`src/inc/iso_pkg.sv`:
```
// constants for the isolated status and control i/o block
// assumes one 100 MHz clock and a register bus with 8-bit byte addresses
// Operation
// - off-mode output on while rotor speed is below 200 rpm.
// - startup-mode output on while rotor speed is 200 to 25000 rpm.
// - charge-mode output on while rotor speed exceeds 25000 rpm.
// - eight charge thresholds, 0% upward in 12.5% steps to 87.5%.
// - ready-mode output on once charge reaches 99%.
// - hot rotor shows off together with other outputs; charging held off.
// - command inputs must stay high 200 ms; shorter pulses are ignored.
// - start and shutdown together are both ignored.
// - qualified inputs issue start, shutdown and clear-fault commands.
// - board detected at power-up or reboot is enabled automatically.
// - board missing at power-up or reboot is disabled automatically.
// - disabled board ignores inputs and forces all relays off.
// - enabled board withholds local panel start, stop and clear-fault.
// - board state reported as 1 enabled, 0 disabled, else unavailable code.
// - board responses watched continuously; mismatch raises a warning (compared only while the board is enabled).
// - an indicator lights for each asserted input and output.
package iso_pkg;
    localparam logic [7:0] ADDR_RPM   = 8'h00;
    localparam logic [7:0] ADDR_SOC   = 8'h04;
    localparam logic [7:0] ADDR_COND  = 8'h08;
    localparam logic [7:0] ADDR_BOARD = 8'h0c;
    localparam logic [7:0] ADDR_CMD   = 8'h10;
    localparam logic [7:0] ADDR_RELAY = 8'h14;
    localparam int CLK_MHZ  = 100;
    localparam int HOLD_MS  = 200;
    localparam int HOLD_CYC = HOLD_MS * 1000 * CLK_MHZ;
    localparam logic [15:0] RPM_OFF_MAX = 16'h00c8;
    localparam logic [15:0] RPM_CHG_MIN = 16'h61a8;
    // charge is held in tenths of a percent
    localparam logic [9:0]  SOC_STEP  = 10'h07d;
    localparam logic [9:0]  SOC_READY = 10'h3de;
    localparam int COND_DIS = 0;
    localparam int COND_SHD = 1;
    localparam int COND_WRN = 2;
    localparam int COND_FLT = 3;
    localparam int COND_HOT = 4;
    localparam int OUT_OFF  = 0;
    localparam int OUT_UP   = 1;
    localparam int OUT_CHG  = 2;
    localparam int OUT_SOC0 = 3;
    localparam int OUT_RDY  = 11;
    localparam int OUT_DIS  = 12;
    localparam int OUT_SHD  = 13;
    localparam int OUT_WRN  = 14;
    localparam int OUT_FLT  = 15;
    localparam int OUT_TEMP = 16;
    localparam int CMD_START = 0;
    localparam int CMD_SHD   = 1;
    localparam int CMD_CLR   = 2;
    localparam logic [1:0] BRD_DIS_CODE = 2'h0;
    localparam logic [1:0] BRD_EN_CODE  = 2'h1;
    localparam logic [1:0] BOARD_UNAVAILABLE_CODE = 2'h3;
    localparam logic [1:0] RESP_OKAY   = 2'h0;
    localparam logic [1:0] RESP_SLVERR = 2'h2;
    typedef enum logic [1:0] {ISO_B_INIT, ISO_B_ON, ISO_B_OFF} iso_brd_e;
endpackage

```
`src/verilog/iso_io.sv`:
```
// isolated status and control i/o: relay outputs, qualified command inputs,
// board enable state and an axi4-lite register slave.
// assumes command inputs and board pins are synchronous to ref_clk.
`timescale 1ns/1ns
module iso_io #(
    parameter int HOLD_CYCLES = iso_pkg::HOLD_CYC
) (
    input  wire logic        ref_clk,
    input  wire logic        reset,
    input  wire logic [2:0]  cmd_in,
    input  wire logic        board_detect,
    input  wire logic [16:0] board_resp,
    output logic [16:0]      relay_o,
    output logic             cmd_start_o,
    output logic             cmd_shutdown_o,
    output logic             cmd_clear_o,
    output logic             charge_inhibit_o,
    output logic             local_panel_en_o,
    output logic [1:0]       board_state_o,
    output logic             board_warn_o,
    output logic [2:0]       led_in_o,
    output logic [16:0]      led_out_o,
    input  wire logic [7:0]  s_axi_awaddr,
    input  wire logic        s_axi_awvalid,
    output logic             s_axi_awready,
    input  wire logic [31:0] s_axi_wdata,
    input  wire logic [3:0]  s_axi_wstrb,
    input  wire logic        s_axi_wvalid,
    output logic             s_axi_wready,
    output logic [1:0]       s_axi_bresp,
    output logic             s_axi_bvalid,
    input  wire logic        s_axi_bready,
    input  wire logic [7:0]  s_axi_araddr,
    input  wire logic        s_axi_arvalid,
    output logic             s_axi_arready,
    output logic [31:0]      s_axi_rdata,
    output logic [1:0]       s_axi_rresp,
    output logic             s_axi_rvalid,
    input  wire logic        s_axi_rready
);
    logic [15:0]       rpm_r;
    logic [9:0]        soc_r;
    logic [4:0]        cond_r;
    logic [2:0]        cmd_sticky_r;
    logic [2:0]        cmd_pulse_r;
    logic [2:0]        qual;
    logic [16:0]       relay_r;
    logic [16:0]       relay_nxt;
    iso_pkg::iso_brd_e brd_r;
    logic              brd_on;
    logic              mismatch;
    logic              warn_r;
    logic [1:0]        state_code_r;
    logic              panel_r;
    logic              inhibit_r;
    logic [2:0]        led_in_r;
    logic [7:0]        aw_addr_r;
    logic [31:0]       w_data_r;
    logic [3:0]        w_strb_r;
    logic              aw_full_r;
    logic              w_full_r;
    logic              bvalid_r;
    logic [1:0]        bresp_r;
    logic              rvalid_r;
    logic [31:0]       rdata_r;
    logic [1:0]        rresp_r;
    logic              wr_do;
    logic              wr_hit;
    logic              cmd_clr_wr;
    logic [31:0]       rd_val;
    logic              rd_hit;

    assign brd_on = (brd_r == iso_pkg::ISO_B_ON);
    assign mismatch = brd_on && (board_resp != relay_r);

    // board enable: the detect pin is sampled on the first edge after reset
    // software toggles are ignored until the strap has been sampled
    always_ff @(posedge ref_clk or posedge reset) begin
        if (reset) begin
            brd_r <= iso_pkg::ISO_B_INIT;
        end else begin
            case (brd_r)
                iso_pkg::ISO_B_INIT: begin
                    brd_r <= board_detect ? iso_pkg::ISO_B_ON : iso_pkg::ISO_B_OFF;
                end
                iso_pkg::ISO_B_ON, iso_pkg::ISO_B_OFF: begin
                    if (wr_do && wr_hit && aw_addr_r == iso_pkg::ADDR_BOARD && w_strb_r[0]) begin
                        brd_r <= w_data_r[0] ? iso_pkg::ISO_B_ON : iso_pkg::ISO_B_OFF;
                    end
                end
                default: begin
                    brd_r <= iso_pkg::ISO_B_INIT;
                end
            endcase
        end
    end

    // command qualification: each input counts its own high time
    genvar gi;
    generate
        for (gi = 0; gi < 3; gi++) begin : gen_q
            logic [24:0] cnt_r;
            logic        fired_r;
            logic        ok;
            logic        at_end;
            // start and shutdown together cancel each other
            assign ok = brd_on && cmd_in[gi] && !(gi < 2 && cmd_in[0] && cmd_in[1]);
            assign at_end = (cnt_r == 25'(HOLD_CYCLES - 1));
            assign qual[gi] = ok && !fired_r && at_end;
            always_ff @(posedge ref_clk or posedge reset) begin
                if (reset) begin
                    cnt_r   <= '0;
                    fired_r <= 1'b0;
                end else if (!ok) begin
                    cnt_r   <= '0;
                    fired_r <= 1'b0;
                end else if (at_end) begin
                    fired_r <= 1'b1;
                end else begin
                    cnt_r <= cnt_r + 25'h0000001;
                end
            end
        end
    endgenerate

    always_ff @(posedge ref_clk or posedge reset) begin
        if (reset) begin
            cmd_pulse_r <= 3'h0;
        end else begin
            cmd_pulse_r <= qual;
        end
    end

    // sticky record of issued commands, a new command beats a clear
    always_ff @(posedge ref_clk or posedge reset) begin
        if (reset) begin
            cmd_sticky_r <= 3'h0;
        end else if (cmd_clr_wr) begin
            cmd_sticky_r <= (cmd_sticky_r & ~w_data_r[2:0]) | qual;
        end else begin
            cmd_sticky_r <= cmd_sticky_r | qual;
        end
    end

    // relay map
    always_comb begin
        relay_nxt = 17'h00000;
        relay_nxt[iso_pkg::OUT_OFF] = (rpm_r < iso_pkg::RPM_OFF_MAX) || cond_r[iso_pkg::COND_HOT];
        relay_nxt[iso_pkg::OUT_UP] = (rpm_r >= iso_pkg::RPM_OFF_MAX) && (rpm_r <= iso_pkg::RPM_CHG_MIN);
        relay_nxt[iso_pkg::OUT_CHG] = rpm_r > iso_pkg::RPM_CHG_MIN;
        for (int k = 0; k < 8; k++) begin
            relay_nxt[iso_pkg::OUT_SOC0 + k] = soc_r >= 10'(k * iso_pkg::SOC_STEP);
        end
        relay_nxt[iso_pkg::OUT_RDY]  = soc_r >= iso_pkg::SOC_READY;
        relay_nxt[iso_pkg::OUT_DIS]  = cond_r[iso_pkg::COND_DIS];
        relay_nxt[iso_pkg::OUT_SHD]  = cond_r[iso_pkg::COND_SHD];
        relay_nxt[iso_pkg::OUT_WRN]  = cond_r[iso_pkg::COND_WRN];
        relay_nxt[iso_pkg::OUT_FLT]  = cond_r[iso_pkg::COND_FLT];
        relay_nxt[iso_pkg::OUT_TEMP] = cond_r[iso_pkg::COND_HOT];
        if (!brd_on) begin
            relay_nxt = 17'h00000;
        end
    end

    always_ff @(posedge ref_clk or posedge reset) begin
        if (reset) begin
            relay_r <= 17'h00000;
        end else begin
            relay_r <= relay_nxt;
        end
    end

    // panel-facing state
    always_ff @(posedge ref_clk or posedge reset) begin
        if (reset) begin
            warn_r       <= 1'b0;
            state_code_r <= iso_pkg::BOARD_UNAVAILABLE_CODE;
            panel_r      <= 1'b0;
            inhibit_r    <= 1'b0;
            led_in_r     <= 3'h0;
        end else begin
            warn_r    <= mismatch;
            panel_r   <= !brd_on && brd_r != iso_pkg::ISO_B_INIT;
            inhibit_r <= cond_r[iso_pkg::COND_HOT];
            led_in_r  <= cmd_in;
            if (brd_r == iso_pkg::ISO_B_INIT || mismatch) begin
                state_code_r <= iso_pkg::BOARD_UNAVAILABLE_CODE;
            end else begin
                state_code_r <= brd_on ? iso_pkg::BRD_EN_CODE : iso_pkg::BRD_DIS_CODE;
            end
        end
    end

    // axi4-lite write side: address and data may come in either order
    assign wr_do = aw_full_r && w_full_r && !bvalid_r;
    assign wr_hit = aw_addr_r == iso_pkg::ADDR_RPM || aw_addr_r == iso_pkg::ADDR_SOC ||
                    aw_addr_r == iso_pkg::ADDR_COND || aw_addr_r == iso_pkg::ADDR_BOARD ||
                    aw_addr_r == iso_pkg::ADDR_CMD || aw_addr_r == iso_pkg::ADDR_RELAY;
    assign cmd_clr_wr = wr_do && aw_addr_r == iso_pkg::ADDR_CMD && w_strb_r[0];

    always_ff @(posedge ref_clk or posedge reset) begin
        if (reset) begin
            aw_full_r <= 1'b0;
            w_full_r  <= 1'b0;
            aw_addr_r <= 8'h00;
            w_data_r  <= 32'h00000000;
            w_strb_r  <= 4'h0;
            bvalid_r  <= 1'b0;
            bresp_r   <= iso_pkg::RESP_OKAY;
        end else begin
            if (s_axi_awvalid && !aw_full_r) begin
                aw_full_r <= 1'b1;
                aw_addr_r <= {s_axi_awaddr[7:2], 2'b00};
            end
            if (s_axi_wvalid && !w_full_r) begin
                w_full_r <= 1'b1;
                w_data_r <= s_axi_wdata;
                w_strb_r <= s_axi_wstrb;
            end
            if (wr_do) begin
                aw_full_r <= 1'b0;
                w_full_r  <= 1'b0;
                bvalid_r  <= 1'b1;
                bresp_r   <= wr_hit ? iso_pkg::RESP_OKAY : iso_pkg::RESP_SLVERR;
            end else if (bvalid_r && s_axi_bready) begin
                bvalid_r <= 1'b0;
            end
        end
    end

    // software-written plant state; byte lanes honoured
    always_ff @(posedge ref_clk or posedge reset) begin
        if (reset) begin
            rpm_r  <= 16'h0000;
            soc_r  <= 10'h000;
            cond_r <= 5'h00;
        end else if (wr_do) begin
            if (aw_addr_r == iso_pkg::ADDR_RPM) begin
                if (w_strb_r[0]) rpm_r[7:0] <= w_data_r[7:0];
                if (w_strb_r[1]) rpm_r[15:8] <= w_data_r[15:8];
            end
            if (aw_addr_r == iso_pkg::ADDR_SOC) begin
                if (w_strb_r[0]) soc_r[7:0] <= w_data_r[7:0];
                if (w_strb_r[1]) soc_r[9:8] <= w_data_r[9:8];
            end
            if (aw_addr_r == iso_pkg::ADDR_COND && w_strb_r[0]) begin
                cond_r <= w_data_r[4:0];
            end
        end
    end

    // axi4-lite read side
    always_comb begin
        rd_val = 32'h00000000;
        rd_hit = 1'b1;
        case ({s_axi_araddr[7:2], 2'b00})
            iso_pkg::ADDR_RPM:   rd_val[15:0] = rpm_r;
            iso_pkg::ADDR_SOC:   rd_val[9:0] = soc_r;
            iso_pkg::ADDR_COND:  rd_val[4:0] = cond_r;
            iso_pkg::ADDR_BOARD: rd_val[5:0] = {board_detect, panel_r, 2'b00, state_code_r};
            iso_pkg::ADDR_CMD:   rd_val[2:0] = cmd_sticky_r;
            iso_pkg::ADDR_RELAY: rd_val[16:0] = relay_r;
            default:             rd_hit = 1'b0;
        endcase
    end

    always_ff @(posedge ref_clk or posedge reset) begin
        if (reset) begin
            rvalid_r <= 1'b0;
            rdata_r  <= 32'h00000000;
            rresp_r  <= iso_pkg::RESP_OKAY;
        end else if (s_axi_arvalid && !rvalid_r) begin
            rvalid_r <= 1'b1;
            rdata_r  <= rd_val;
            rresp_r  <= rd_hit ? iso_pkg::RESP_OKAY : iso_pkg::RESP_SLVERR;
        end else if (rvalid_r && s_axi_rready) begin
            rvalid_r <= 1'b0;
        end
    end

    assign s_axi_awready    = !aw_full_r;
    assign s_axi_wready     = !w_full_r;
    assign s_axi_bvalid     = bvalid_r;
    assign s_axi_bresp      = bresp_r;
    assign s_axi_arready    = !rvalid_r;
    assign s_axi_rvalid     = rvalid_r;
    assign s_axi_rdata      = rdata_r;
    assign s_axi_rresp      = rresp_r;
    assign relay_o          = relay_r;
    assign led_out_o        = relay_r;
    assign led_in_o         = led_in_r;
    assign cmd_start_o      = cmd_pulse_r[iso_pkg::CMD_START];
    assign cmd_shutdown_o   = cmd_pulse_r[iso_pkg::CMD_SHD];
    assign cmd_clear_o      = cmd_pulse_r[iso_pkg::CMD_CLR];
    assign charge_inhibit_o = inhibit_r;
    assign local_panel_en_o = panel_r;
    assign board_state_o    = state_code_r;
    assign board_warn_o     = warn_r;
endmodule

```
`config.mk`:
```
export PLATFORM = sky130hd
export DESIGN_NAME = iso_io
export DESIGN_NICKNAME = d
export VERILOG_FILES = /design/src/inc/iso_pkg.sv /design/src/verilog/iso_io.sv
export SDC_FILE = /design/constraint.sdc
export NUM_CORES = 1
export LEC_CHECK = 0
export BUFFER_PORTS_ARGS = -buffer_cell sky130_fd_sc_hd__buf_4
export CORE_ASPECT_RATIO = 1.2
export CORE_MARGIN = 2
export CORE_UTILIZATION = 48
export DETAILED_ROUTE_END_ITERATION = 7
export HOLD_SLACK_MARGIN = 0.06
export PLACE_DENSITY = 0.7
export SYNTH_ARGS = -nofsm -noshare
export SYNTH_HDL_FRONTEND = slang
export SYNTH_SLANG_ARGS = --single-unit
```
`constraint.sdc`:
```
create_clock -name ref_clk -period 11.2 [get_ports ref_clk]
set_clock_uncertainty 0.05 [all_clocks]
set_input_delay 0.56 -clock ref_clk [delete_from_list [all_inputs] [get_ports ref_clk]]
set_output_delay 0.56 -clock ref_clk [all_outputs]
set_load 0.01 [all_outputs]
```
Yosys cells after proc, flatten, opt, wreduce, memory -nomap -nowiden:

Index checks and enable logic that the tools add are counted.

* register bits: 191
* output and inout port bits: 86
* word-level logic and storage cells: 169

* add/subtract/negate cells: 3
* $lt $le $gt $ge: 13
* equality and inequality tests: 23
* mux-type cells: 37
* bitwise operators: 4
* reduce and logical (&&, ||, !) cells: 59

Operator list (count)
* 25-bit two-way mux: 6
* 25-bit by 1-bit adder with 25-bit output, second input constant: 3
* 25-bit == test, second input constant: 3
* 10-bit >= comparator, second input constant: 4
* 1-bit logical AND: 28
* 6-bit by 2-bit == test with 1-bit output, second input constant: 4
* 6-bit by 3-bit == test with 1-bit output, second input constant: 4
* 10-bit by 9-bit >= comparator with 1-bit output, second input constant: 2
* 3-bit one-hot mux with 6 select lines: 1
* 1-bit two-way mux: 17
* 17-bit two-way mux: 1
* 17-bit != test: 1
* 16-bit by 8-bit >= comparator with 1-bit output, second input constant: 1
* 16-bit by 15-bit greater-than comparator with 1-bit output, second input constant: 1
* 16-bit by 15-bit <= comparator with 1-bit output, second input constant: 1
* 16-bit by 8-bit < comparator with 1-bit output, second input constant: 1
* 6-bit by 1-bit == test with 1-bit output, second input constant: 2
* 2-bit two-way mux: 6
* 4-bit one-hot mux with 3 select lines: 1
* 6-bit one-hot mux with 2 select lines: 1
* 3-bit AND reduction: 4
* 10-bit by 1-bit >= comparator with 1-bit output, second input constant: 1
* 10-bit by 7-bit >= comparator with 1-bit output, second input constant: 1
* 10-bit by 8-bit >= comparator with 1-bit output, second input constant: 1
* other kinds (20): 44

Depth between registers and ports, before layout:

* depth in word-level cells: 11
* gate-level depth with buffers: 7
* gate-level depth less buffers: 6

Worst setup path before layout:

OpenSTA, ideal clock, no wires.

* path type: input to register
* from: in s_axi_araddr[4]
* to: reg rdata_r[5], in the netlist s_axi_rdata[5]
* setup time: 0.126 ns
* arrival time: 1.753 ns
* required time: 11.024 ns
* setup slack: 9.271 ns
* stages: 6
* cell sequence: clkbuf_1 buf_1 mux2i_1 o22ai_1 a221oi_1 nor2_1

* cells in the longest elaborated chain, start to end: 2
* elaborated cells on any way between the ends: 5
* classes of those cells: eq/ne (3); mux (1); reduce/logical (1)

RTL lines
* start, declared: line iso_io.sv:33 `input wire logic [7:0] s_axi_araddr,`
* 6-bit by 3-bit == test with 1-bit output, or another cell as far along: line iso_io.sv:256 `case ({s_axi_araddr[7:2], 2'b00})`
* 1-bit one-hot mux with 4 select lines *: line iso_io.sv:256
* end signal, assigned: line iso_io.sv:274 `rdata_r <= rd_val;`
* end, declared: line iso_io.sv:65 `logic [31:0] rdata_r;`

Mark *: on every way between the ends. The rest lies on a longest branch, timed or not.
A chain may end at the register's enable or synchronous reset.

Worst setup path in the final report:

* from: in s_axi_araddr[5]
* to: reg rdata_r[2], in the netlist s_axi_rdata[2]

* cells in the longest elaborated chain, start to end: 2
* elaborated cells on any way between the ends: 7
* classes of those cells: eq/ne (5); mux (1); reduce/logical (1)

RTL lines (line)
* 6-bit by 3-bit == test with 1-bit output, or another cell as far along: iso_io.sv:256
* 3-bit one-hot mux with 6 select lines *: iso_io.sv:256

Marks and branches as above.

==> metrics <==
HPWL after DPL 14.2 mm; Ports 166; routed length per instance 15.9 um; largest net degree at the start of global routing 128; cell with the most instances after synthesis dfrtp_1; f_max 389 MHz; Placed Cells 1,213; sequential share of power 48.5%; DR vias/cell 5.36; startpoint type of the worst setup path primary input; Final min period 2570 ps; grt ovf 0; clock tree buffer depth 2; CP Class in2reg; CTS tree yes; starting density of the core 48.6%; Synth Flop Type dfrtp_1; DIE HEIGHT 155 um; max-cap viol count 0; leading area contributor after synthesis dfrtp_1; RePlAce Congestion 0.831; vias in the first global route 6,460; FP Rows 55; gr usage total 20.4%; top cell type's share of synthesized area 51.4%; Final period util 22.9%; DR vias 6,678; relative slew slack 14.8%; Seq cells post-synth 189; clock slew at reported path FFs 80 ps; Port-buffer cells 126; Placed Area 0.0101 sq mm; H-tree Lvls 4; Routed Antenna Nets 0; Crit Path Max Fanout 11; worst path required time 11,510 ps; Mapped Cells 879; top cells by area, synth dfrtp_1, mux2_2, nor2_1; final setup vio count 0; Final Instance Count excl. Fillers 1,245; endpoints failing hold 0; layout net count 1,062; Worst VDD drop 114 uV; sequential cell area 0.00473 sq mm; LEAKAGE 4.69 nW; share of layout cells above drive strength 1 23.2%; status finished, final reports clean; CP Capture Type flip-flop; synthesis-to-finish area growth 17.4%; power after layout 1.99 mW; CTS Hold Bufs 0; Post-CTS Resized 0; Post-Syn Area per Cell 10.4 sq um; Slew Viols, Final 0; HP Class in2reg; part of the Yosys area used for sequential elements 52.0%; number of flops mapped to enable cells by yosys 0; drt drc 0; crit path DAT 2880 ps; Post-CTS Setup Bufs 0; clock root buffer clkbuf_16; die footprint 0.0201 sq mm; Routed WL 19.8 mm; Least-Margin Pin Slew 1270 ps; P_int 1.34 mW; Placeable Area 0.0187 sq mm; Layout fillers 1,632; diodes inserted 0; pwr dens 187 mW/mm^2; TritonCTS Buffers 17; combinational share of power 20.8%; setup tns final 0 ps; initial DRC count 398; synthesized area 0.00911 sq mm; top post-synthesis cells by count dfrtp_1, nor2_1, nand2_1; Synth warnings 0; area of the multi-input gates 0.00397 sq mm; Die X 130 um; Clock Latency Late Sink 430 ps; Sink Count 189; sw frac 32.9%; drt first pass iters 5; ys async rst share 100%; Net Switching 656 uW; clock power share 30.6%; first-pass GRT wire length 32.3 mm; initial antenna violation count 0; synth unique cells 64; fin area 0.0107 sq mm; unrepaired setup endpoints after global routing false
through the flow:
stage	hold slack, ps	utilization [%]	setup slack, ps
after floorplan	351	-	5450
after global placement	389	53.8	8390
after detailed placement	407	53.8	8310
after CTS	186	57.1	8620
after global routing	186	57.1	8400
final	201	57.1	8630
sequential cells by signal (all words and copies together), names as in the netlist, 2 cells and up:
name / cells
board_state_o: 2
w_data_r: 16
cmd_pulse_r: 3
brd_r: 2
s_axi_rdata: 17
w_strb_r: 2
led_out_o: 17
cond_r: 5
aw_addr_r: 6
gen_q.fired_r: 3
soc_r: 10
led_in_o: 3
cmd_sticky_r: 3
rpm_r: 16
gen_q.cnt_r: 75
critical path: stages:
cell and delay (ps):
buf_4 110, nor3_1 430, nand2b_1 230, nor3_1 1010, a2111oi_0 350, a21oi_1 190
power groups by stage:
| stage | combinational (mW) | sequential [mW] | clock [mW] |
|---|---|---|---|
| 4_1_cts | 0.422 | 0.967 | 0.623 |
| 3_3_place_gp | 0.409 | 0.976 | 0 |
| 3_5_place_dp | 0.420 | 0.980 | 0 |
| 2_1_floorplan | 0.299 | 0.922 | 0 |
| 5_1_grt | 0.462 | 0.989 | 0.653 |
| 6_report | 0.415 | 0.967 | 0.611 |
cells by family after synthesis:
logic type | after synthesis | synth area share (%)
other cells | 1 | 0.0412
fa+ha+maj | 6 | 0.824
compound gates | 117 | 8.08
flops | 189 | 52.0
simple gates | 346 | 19.8
xor+xnor | 69 | 6.64
mux | 62 | 7.50
buf+inv | 89 | 5.11
final timing paths:
| path | startpoint | cells past startpoint | slack [ps] | end |
|---|---|---|---|---|
| max in group asynchronous | reset | 3 | 9500 | cond_r[0]$_DFFE_PP0P_ |
| worst min-delay path | cmd_in[2] | 1 | 200 | led_in_o[2]$_DFF_PP0_ |
| worst min register to register | gen_q[0].fired_r$_DFFE_PP0P_ | 1 | 400 | cmd_pulse_r[0]$_DFF_PP0_ |
| worst max register to register | brd_r[1]$_DFFE_PP0P_ | 6 | 8650 | gen_q[0].cnt_r[3]$_DFFE_PP0P_ |
| min in group asynchronous | reset | 2 | 220 | gen_q[1].cnt_r[19]$_DFFE_PP0P_ |
| worst max-delay path | s_axi_araddr[5] | 6 | 8630 | s_axi_rdata[2]$_DFFE_PP0P_ |
per-layer routing:
metal | global-route usage [%] | up-vias | routed length (um)
met4 | 8.24 | 0 | 615
li1 | - | 3221 | -
met3 | 3.65 | 40 | 888
met1 | 25.5 | 3238 | 8510
met2 | 34.9 | 179 | 9800
met5 | 0 | - | 0
cell usage in the layout (no fill, tap or decap), types with 6 or more instances in the layout:
cell and n:
buf_4 128, and2_1 6, and4_1 6, o211ai_1 7
mux2_2 50, or3_1 13, nor2_1 113, mux2i_1 12
nand3_1 36, a31oi_1 7, dfrtp_1 187, o21ai_0 35
nor4_1 11, clkbuf_16 17, a21oi_1 28, xor2_1 33
inv_1 22, xnor2_1 36, nand4_1 17, nor2b_1 7
conb_1 17, nor3_1 20, nand2_1 58, and3_1 14
ha_1 6, inv_8 8, a221oi_1 8
final cells by class:
| type | count | share of cell area [%] |
|---|---|---|
| multi-input cells | 617 | 37.1 |
| inverters | 23 | 0.878 |
| well taps | 256 | 3.00 |
| repair buffers | 128 | 8.99 |
| clock inverters | 15 | 1.74 |
| flip-flops and latches | 189 | 44.3 |
| clock buffers | 17 | 3.98 |
Power figures use the tool's default switching activity.
